$ cat src/core/nv_host_pkg.sv
// Operation
// RULE_01: read when select and output enable low
// RULE_02: write when select and strobe low
// RULE_03: store when enable, select, strobe low
// RULE_04: recall when select, output, enable low
// RULE_05: host holds strobe fixed per access
// RULE_06: host keeps enable high for accesses
// RULE_07: read data follows address continuously
// RULE_08: strobe low at select keeps outputs off
// RULE_09: store self-completes within store duration
// RULE_10: host ends initiation by releasing one pin
// RULE_11: store end shown by outputs driving
// RULE_12: no store below low-voltage level
// RULE_13: host avoids recall pattern during store
// RULE_14: power-up recall finishes within load duration
// RULE_15: busy states ignore pins until done
package nv_host_pkg;

  localparam int ADDR_W = 13;
  localparam int DATA_W = 8;

  localparam int CLK_PERIOD_NS       = 50;
  localparam int INIT_TIME_NS        = 20;
  localparam int RECALL_TIME_US      = 20;
  localparam int SAVE_DURATION_MS    = 10;
  localparam int POWERUP_LOAD_US     = 550;
  localparam int ACCESS_TIME_NS      = 55;
  localparam int WRITE_PULSE_NS      = 45;

  // least times round up, at least one cycle
  localparam int INIT_CYC   = (INIT_TIME_NS + CLK_PERIOD_NS - 1) / CLK_PERIOD_NS;
  localparam int ACCESS_CYC = (ACCESS_TIME_NS + CLK_PERIOD_NS - 1) / CLK_PERIOD_NS;
  localparam int WRITE_CYC  = (WRITE_PULSE_NS + CLK_PERIOD_NS - 1) / CLK_PERIOD_NS;
  // waits on device maxima, host must wait the full figure
  localparam int RECALL_CYC = (RECALL_TIME_US * 1000 + CLK_PERIOD_NS - 1) / CLK_PERIOD_NS;
  localparam int SAVE_CYC   = (SAVE_DURATION_MS * 1000000) / CLK_PERIOD_NS;
  localparam int LOAD_CYC   = (POWERUP_LOAD_US * 1000) / CLK_PERIOD_NS;

  localparam int CNT_W = 24;

  typedef enum logic [2:0] {
    OP_IDLE   = 3'h0,
    OP_READ   = 3'h1,
    OP_WRITE  = 3'h2,
    OP_STORE  = 3'h3,
    OP_RECALL = 3'h4
  } op_e;

  // active-low control pins, all driven by the host
  typedef struct packed {
    logic chip_select_n;
    logic write_strobe_n;
    logic output_enable_n;
    logic nonvolatile_enable_n;
  } ctrl_pins_s;

  typedef struct packed {
    op_e               op;
    logic [ADDR_W-1:0] addr;
    logic [DATA_W-1:0] wdata;
  } req_s;

  localparam ctrl_pins_s PINS_IDLE = '{1'b1, 1'b1, 1'b1, 1'b1};

  function automatic ctrl_pins_s pins_for(op_e op);
    case (op)
      OP_READ:   pins_for = '{1'b0, 1'b1, 1'b0, 1'b1};
      OP_WRITE:  pins_for = '{1'b0, 1'b0, 1'b1, 1'b1};
      OP_STORE:  pins_for = '{1'b0, 1'b0, 1'b1, 1'b0};
      OP_RECALL: pins_for = '{1'b0, 1'b1, 1'b0, 1'b0};
      default:   pins_for = PINS_IDLE;
    endcase
  endfunction

endpackage

$ cat src/core/nv_host_ctrl.sv
`timescale 1ns/1ps
module nv_host_ctrl
  import nv_host_pkg::*;
#(
  parameter int SAVE_CYCLES = SAVE_CYC,
  parameter int LOAD_CYCLES = LOAD_CYC
)(
  input  wire logic              clock,
  input  wire logic              reset,
  input  wire logic              req_valid,
  input  req_s                   req,
  output logic                   req_ready,
  output logic                   rdata_valid,
  output logic [DATA_W-1:0]      rdata,
  output logic                   busy,
  input  wire logic              supply_low,
  output ctrl_pins_s             pins,
  output logic [ADDR_W-1:0]      address_pins,
  output logic [DATA_W-1:0]      data_pins_o,
  output logic                   data_pins_oe,
  input  wire logic [DATA_W-1:0] data_pins_i
);

  // gray order along idle -> setup -> hold -> release -> busy
  typedef enum logic [2:0] {
    ST_POWERUP = 3'b000,
    ST_IDLE    = 3'b001,
    ST_SETUP   = 3'b011,
    ST_HOLD    = 3'b010,
    ST_RELEASE = 3'b110,
    ST_BUSY    = 3'b111
  } state_e;

  // --------------------------------------------------------------
  // pin synchroniser for supply flag
  // --------------------------------------------------------------
  logic [2:0] low_sync_q;
  logic [2:0] low_sync_d;
  logic       low_q;
  logic       low_d;

  always_comb begin
    low_sync_d = {low_sync_q[1:0], supply_low};
    low_d      = (low_sync_q[2] == low_sync_q[1]) ? low_sync_q[2] : low_q;
  end

  always_ff @(posedge clock or posedge reset) begin
    if (reset) begin
      low_sync_q <= 3'h7;
      low_q      <= 1'b1;
    end else begin
      low_sync_q <= low_sync_d;
      low_q      <= low_d;
    end
  end

  // data bus samples: pins are async to our clock
  logic [DATA_W-1:0] dq_s1_q;
  logic [DATA_W-1:0] dq_s2_q;
  logic [DATA_W-1:0] dq_s3_q;

  always_ff @(posedge clock or posedge reset) begin
    if (reset) begin
      dq_s1_q <= '0;
      dq_s2_q <= '0;
      dq_s3_q <= '0;
    end else begin
      dq_s1_q <= data_pins_i;
      dq_s2_q <= dq_s1_q;
      dq_s3_q <= dq_s2_q;
    end
  end

  // --------------------------------------------------------------
  // sequencer
  // --------------------------------------------------------------
  state_e             state_q;
  state_e             state_d;
  req_s               cur_q;
  req_s               cur_d;
  ctrl_pins_s         pins_q;
  ctrl_pins_s         pins_d;
  logic               oe_q;
  logic               oe_d;
  logic [DATA_W-1:0]  rdata_q;
  logic [DATA_W-1:0]  rdata_d;
  logic               rvalid_q;
  logic               rvalid_d;
  logic               tload;
  logic [CNT_W-1:0]   tcount;
  logic               tdone;
  logic               t_load_all;
  logic [CNT_W-1:0]   t_count_all;

  // power-up load shares the timer with the sequencer
  nv_wait_timer u_timer (
    .clock (clock),
    .reset (reset),
    .load  (t_load_all),
    .count (t_count_all),
    .done  (tdone)
  );

  function automatic logic [CNT_W-1:0] hold_cycles(op_e op);
    case (op)
      OP_READ:  hold_cycles = CNT_W'(ACCESS_CYC + 2);
      OP_WRITE: hold_cycles = CNT_W'(WRITE_CYC);
      default:  hold_cycles = CNT_W'(INIT_CYC);
    endcase
  endfunction

  // a request the host may not issue: store under low supply
  logic take;
  assign take      = (state_q == ST_IDLE) && req_valid;
  assign req_ready = (state_q == ST_IDLE);
  assign busy      = (state_q != ST_IDLE);

  always_comb begin
    state_d  = state_q;
    cur_d    = cur_q;
    pins_d   = pins_q;
    oe_d     = oe_q;
    rdata_d  = rdata_q;
    rvalid_d = 1'b0;
    tload    = 1'b0;
    tcount   = '0;
    case (state_q)
      ST_POWERUP: begin
        // RULE_14 wait power-up load
        if (tdone) begin
          state_d = ST_IDLE;
        end
      end
      ST_IDLE: begin
        if (take) begin
          cur_d = req;
          // RULE_12 refuse low-voltage store
          if (req.op == OP_STORE && low_q) begin
            cur_d.op = OP_IDLE;
          end
          // RULE_05 strobe set before select falls
          pins_d                 = PINS_IDLE;
          pins_d.write_strobe_n  = (cur_d.op == OP_WRITE || cur_d.op == OP_STORE) ? 1'b0 : 1'b1;
          // RULE_13 enable and output set up first
          pins_d.nonvolatile_enable_n = (cur_d.op == OP_STORE || cur_d.op == OP_RECALL) ? 1'b0 : 1'b1;
          oe_d    = 1'b0;
          state_d = (cur_d.op == OP_IDLE) ? ST_IDLE : ST_SETUP;
        end
      end
      ST_SETUP: begin
        // RULE_01 RULE_02 RULE_03 RULE_04 mode decode
        pins_d  = pins_for(cur_q.op);
        // RULE_08 drive bus only on writes
        oe_d    = (cur_q.op == OP_WRITE);
        tload   = 1'b1;
        tcount  = hold_cycles(cur_q.op);
        state_d = ST_HOLD;
      end
      ST_HOLD: begin
        if (tdone) begin
          // RULE_07 sample after access time
          if (cur_q.op == OP_READ) begin
            rdata_d  = dq_s3_q;
            rvalid_d = 1'b1;
          end
          // RULE_10 end initiation via select
          pins_d.chip_select_n = 1'b1;
          state_d = ST_RELEASE;
        end
      end
      ST_RELEASE: begin
        // RULE_06 enable back high after access
        pins_d = PINS_IDLE;
        oe_d   = 1'b0;
        if (cur_q.op == OP_STORE || cur_q.op == OP_RECALL) begin
          // RULE_09 RULE_15 wait operation duration
          tload   = 1'b1;
          tcount  = (cur_q.op == OP_STORE) ? CNT_W'(SAVE_CYCLES) : CNT_W'(RECALL_CYC);
          state_d = ST_BUSY;
        end else begin
          state_d = ST_IDLE;
        end
      end
      ST_BUSY: begin
        // RULE_11 pins idle until store ends
        if (tdone) begin
          state_d = ST_IDLE;
        end
      end
      default: begin
        state_d = ST_IDLE;
        pins_d  = PINS_IDLE;
        oe_d    = 1'b0;
      end
    endcase
  end

  // power-up wait loads the timer once after reset
  logic pwr_load_q;

  always_ff @(posedge clock or posedge reset) begin
    if (reset) begin
      state_q    <= ST_POWERUP;
      cur_q      <= '0;
      pins_q     <= PINS_IDLE;
      oe_q       <= 1'b0;
      rdata_q    <= '0;
      rvalid_q   <= 1'b0;
      pwr_load_q <= 1'b1;
    end else begin
      state_q    <= state_d;
      cur_q      <= cur_d;
      pins_q     <= pins_d;
      oe_q       <= oe_d;
      rdata_q    <= rdata_d;
      rvalid_q   <= rvalid_d;
      pwr_load_q <= 1'b0;
    end
  end

  assign t_load_all  = tload | pwr_load_q;
  assign t_count_all = pwr_load_q ? CNT_W'(LOAD_CYCLES) : tcount;

  assign pins         = pins_q;
  assign address_pins = cur_q.addr;
  assign data_pins_o  = cur_q.wdata;
  assign data_pins_oe = oe_q;
  assign rdata        = rdata_q;
  assign rdata_valid  = rvalid_q;

endmodule

$ cat src/core/nv_wait_timer.sv
`timescale 1ns/1ps
module nv_wait_timer
  import nv_host_pkg::*;
(
  input  wire logic             clock,
  input  wire logic             reset,
  input  wire logic             load,
  input  wire logic [CNT_W-1:0] count,
  output logic                  done
);

  logic [CNT_W-1:0] cnt_q;
  logic [CNT_W-1:0] cnt_d;

  always_comb begin
    cnt_d = cnt_q;
    if (load) begin
      cnt_d = count;
    end else if (cnt_q != '0) begin
      cnt_d = cnt_q - CNT_W'(1);
    end
  end

  always_ff @(posedge clock or posedge reset) begin
    if (reset) begin
      cnt_q <= '0;
    end else begin
      cnt_q <= cnt_d;
    end
  end

  assign done = (cnt_q == '0) && !load;

endmodule

$ cat config.mk
export PLATFORM = sky130hd
export DESIGN_NAME = nv_host_ctrl
export DESIGN_NICKNAME = d
export VERILOG_FILES = /design/src/core/nv_host_pkg.sv /design/src/core/nv_host_ctrl.sv /design/src/core/nv_wait_timer.sv
export SDC_FILE = /design/constraint.sdc
export NUM_CORES = 1
export LEC_CHECK = 0
export CORE_UTILIZATION = 63
export CTS_CLUSTER_SIZE = 12
export DETAILED_ROUTE_END_ITERATION = 10
export DONT_BUFFER_PORTS = 1
export PLACE_DENSITY = 0.79
export SYNTH_ARGS = -nofsm -noshare
export SYNTH_HDL_FRONTEND = slang
export SYNTH_SLANG_ARGS = --single-unit
$ cat constraint.sdc
create_clock -name clock -period 3.3 [get_ports clock]
set_input_delay 0.165 -clock clock [delete_from_list [all_inputs] [get_ports clock]]
set_output_delay 0.165 -clock clock [all_outputs]
set_load 0.005 [all_outputs]
==> impl_metrics.json <==
{
  "cts_max_path_buffers": 2,
  "die_h_microns": 83.15,
  "initial_core_util_pct": 65.34,
  "rsz0062_at_grt": "false",
  "clk-insertion-delay-late_ps": 360,
  "maxClockFrequency_mhz": 348.5,
  "antenna_violations_before_repair": 0,
  "core-area_sq_mm": 0.006350,
  "ant_nets": 0,
  "critPathMaxStageDelay_ps": 710,
  "maxSlewHeadroom_pct": 42.74,
  "criticalPathCategory": "flop to flop",
  "clkSlewWorstSetupHoldPaths_ps": 100,
  "crit_start": "state_q[0]",
  "internal-power_mw": 1.655,
  "drt_wl_total_microns": 8507,
  "worst-path-buf-inv": 1,
  "tns_ps": 0,
  "synth.avg_cell_area_sq_um": 10.24,
  "synth-seq-area-share_pct": 56.97,
  "timing.rr.start": "state_q[0]",
  "post-layout-total-power_mw": 2.322,
  "drc": 0,
  "layout_common_cells": "sky130_fd_sc_hd__nand2_1 (88), sky130_fd_sc_hd__dfrtp_1 (85), sky130_fd_sc_hd__dlygate4sd3_1 (36)",
  "cts_tree": "built",
  "finalWeightedCongestion": 0.9253,
  "antenna-diode-count": 0,
  "timing.rr.end": "cur_q[21]",
  "tritoncts.num_buffers": 9,
  "crit_path_frequent_cell": "sky130_fd_sc_hd__nor2b_1",
  "number_of_storage_elements_in_the_synthesis_netlist": 94,
  "mostFrequentLayoutCell": "sky130_fd_sc_hd__nand2_1",
  "finalMaxSlewViolations": 0,
  "routedLengthMet1_microns": 3479,
  "path_cells": "nor2b_1, nor2b_1, and2_1, nand3_1, dlygate4sd3_1, nand2_1",
  "p_sw_share_pct": 28.70,
  "min_period_over_period_pct": 86.95,
  "wire_length_of_the_first_global_routing_pass_microns": 14110,
  "postSynth.topFlopCell": "sky130_fd_sc_hd__dfrtp_1",
  "synth-edff-count": 0,
  "finalCriticalPeriod_ps": 2869,
  "post_synth_instance_area_sq_mm": 0.004149,
  "reg2reg_depth": 6,
  "clock_power_share_pct": 33.3,
  "wire_per_inst_microns": 16.91,
  "irDropWorstVdd_uv": 363.3,
  "area_delta_synth_final_pct": 11.79,
  "holdCritPathClass": "input port to flop",
  "drt_first_iter_violations": 184,
  "wl_met3_microns": 440,
  "rrSetupSlack_ps": 430,
  "floorplan.rows": 29,
  "switchingPower_uw": 666.2,
  "buffer_ports.inserted": 0,
  "fin_nets": 459,
  "route.vias.total": 2956,
  "post_cts.repair.setup_buffers": 0,
  "setup.worst_path.start_class": "flop",
  "htreeDepth": 3,
  "ios": 73,
  "route.met2.wl_microns": 4432,
  "clock_sinks": 94,
  "worst_ep_arrival_time_ps": 3170,
  "synthesis.nets": 443,
  "status": "finished clean",
  "drive_above_1_share_pct": 10.80,
  "critical_path_peak_fanout": 23,
  "max_slew.worst_pin.slew_ps": 856.9,
  "post_synth_inst_count": 405,
  "setup.worst_path.end": "cur_q[21]",
  "grt_overflow_total": 0,
  "number_of_global_route_vias_before_repair": 3004,
  "critical_path_required_ps": 3610,
  "library_cell_used_as_clock_root_buffer": "sky130_fd_sc_hd__clkbuf_8",
  "top_layer_used": "met4",
  "critPathTopFamily": "simple AND/OR/NAND/NOR gates",
  "number_of_failing_hold_endpoints_at_the_final_stage": 0,
  "cp.depth": 6,
  "dieWidth_microns": 83.15,
  "worst_skew_ps": 6.891,
  "ys_warnings": 0,
  "die-area_sq_mm": 0.006914,
  "detailed_place_hpwl_microns": 5270,
  "maxCapViolations": 0,
  "post_synth_num_cell_types": 58,
  "grt.total_usage_pct": 26.12,
  "crit_slowest_cell": "sky130_fd_sc_hd__and2_1",
  "p_comb_share_pct": 9.1,
  "drt_pass1_iterations": 4,
  "setup_viol": 0,
  "sequentialPowerShare_pct": 57.6,
  "async_flop_share_pct": 100.0,
  "via_per_inst": 5.877,
  "grt_start_max_net_pins": 39,
  "power_density_mw_per_mm2": 500.5,
  "critical_path.endpoint_type": "flop",
  "power.leakage_nw": 2.071
}
==> layout make-up <==
cell class                      count  area, sq um
Tap cell                           77        96.34
Fill cell                         440         1712
Inverter                            7        27.53
Multi-Input combinational cell    267         1535
Clock inverter                      7        86.33
Sequential cell                    94         2364
Timing Repair Buffer               42        405.4
Clock buffer                        9        123.9
==> sequential cells by signal (all words and copies together), names as in the netlist, 4 cells and up <==
register	flops
u_timer.cnt_q	24
address_pins	13
data_pins_o	8
dq_s1_q	8
dq_s2_q	8
dq_s3_q	8
rdata	8
pins	4
==> cells in the mapped netlist (6+ instances only) <==
cell type                  count  share of area, %
sky130_fd_sc_hd__nand2_1      88               8.0
sky130_fd_sc_hd__dfrtp_1      85                51
sky130_fd_sc_hd__nor2_1       26               2.4
sky130_fd_sc_hd__buf_4        21               3.8
sky130_fd_sc_hd__a21oi_1      19               2.3
sky130_fd_sc_hd__clkbuf_1     11               1.0
sky130_fd_sc_hd__o21ai_0      11               1.3
sky130_fd_sc_hd__dfstp_2       9               5.7
sky130_fd_sc_hd__mux2_2        9               2.4
sky130_fd_sc_hd__or4_1         8               1.4
sky130_fd_sc_hd__inv_1         7              0.63
sky130_fd_sc_hd__nor3_1        7              0.84
sky130_fd_sc_hd__a31oi_1       6              0.90
sky130_fd_sc_hd__nor4_1        6              0.90
sky130_fd_sc_hd__xor2_1        6               1.3
==> cell families (layout without fill, tap and decap cells) <==
logic type / after synthesis / in the layout / synth area share [%]
buf+inv: 44 / 65 / 6.031
other cells: 1 / 1 / 0.09038
compound gates: 61 / 61 / 9.379
simple gates: 180 / 180 / 21.44
flops: 94 / 94 / 56.97
fa+ha+maj: 3 / 3 / 0.8443
mux: 11 / 11 / 2.925
xor+xnor: 11 / 11 / 2.322
==> routing by layer <==
metal | track usage (%) | vias to the layer above
li1 | - | 1414
met1 | 32.14 | 1433
met2 | 44.04 | 92
met3 | 7.157 | 17
met4 | 10.03 | 0
met5 | 0 | -
==> power by group through the flow <==
stage / clock [mW] / sequential [mW] / combinational, mW
after global routing: 0.832 / 1.35 / 0.239
after detailed placement: 0 / 1.35 / 0.173
after global placement: 0 / 1.35 / 0.168
after CTS: 0.787 / 1.33 / 0.208
final: 0.773 / 1.34 / 0.212
after floorplan: 0 / 1.31 / 0.200
==> metrics by stage <==
step | cells | util, % | hold WS, ps | worst slack [ps] | area, sq um
after floorplan | 405 | - | 169.5 | 701.2 | 4149
after global placement | 451 | 64.06 | 137.0 | 833.2 | 4068
after detailed placement | 451 | 64.06 | 146.0 | 730.9 | 4068
after CTS | 503 | 73.04 | 11.10 | 494.3 | 4638
after global routing | 503 | 73.04 | 52.69 | 131.8 | 4638
final | 503 | 73.04 | 60.22 | 430.8 | 4638
==> worst min-delay path by stage <==
| stage | from | end | slack [ps] | cells past startpoint |
|---|---|---|---|---|
| CTS | req[23] | cur_q[22] | 10 | 2 |
| global route | req[23] | cur_q[22] | 50 | 2 |
| floorplan | supply_low | low_sync_q[0] | 170 | 0 |
| global placement | reset | dq_s1_q[7] | 140 | 1 |
| detailed placement | reset | dq_s2_q[7] | 150 | 1 |
| finish | req[23] | cur_q[22] | 60 | 2 |
==> repair_timing <==
item | CTS | global route
endpoints found under the hold margin | 68 | 0
gates resized for setup | 0 | 0
hold buffers | 36 | 0
No activity file was read; power rests on OpenSTA's default activity.
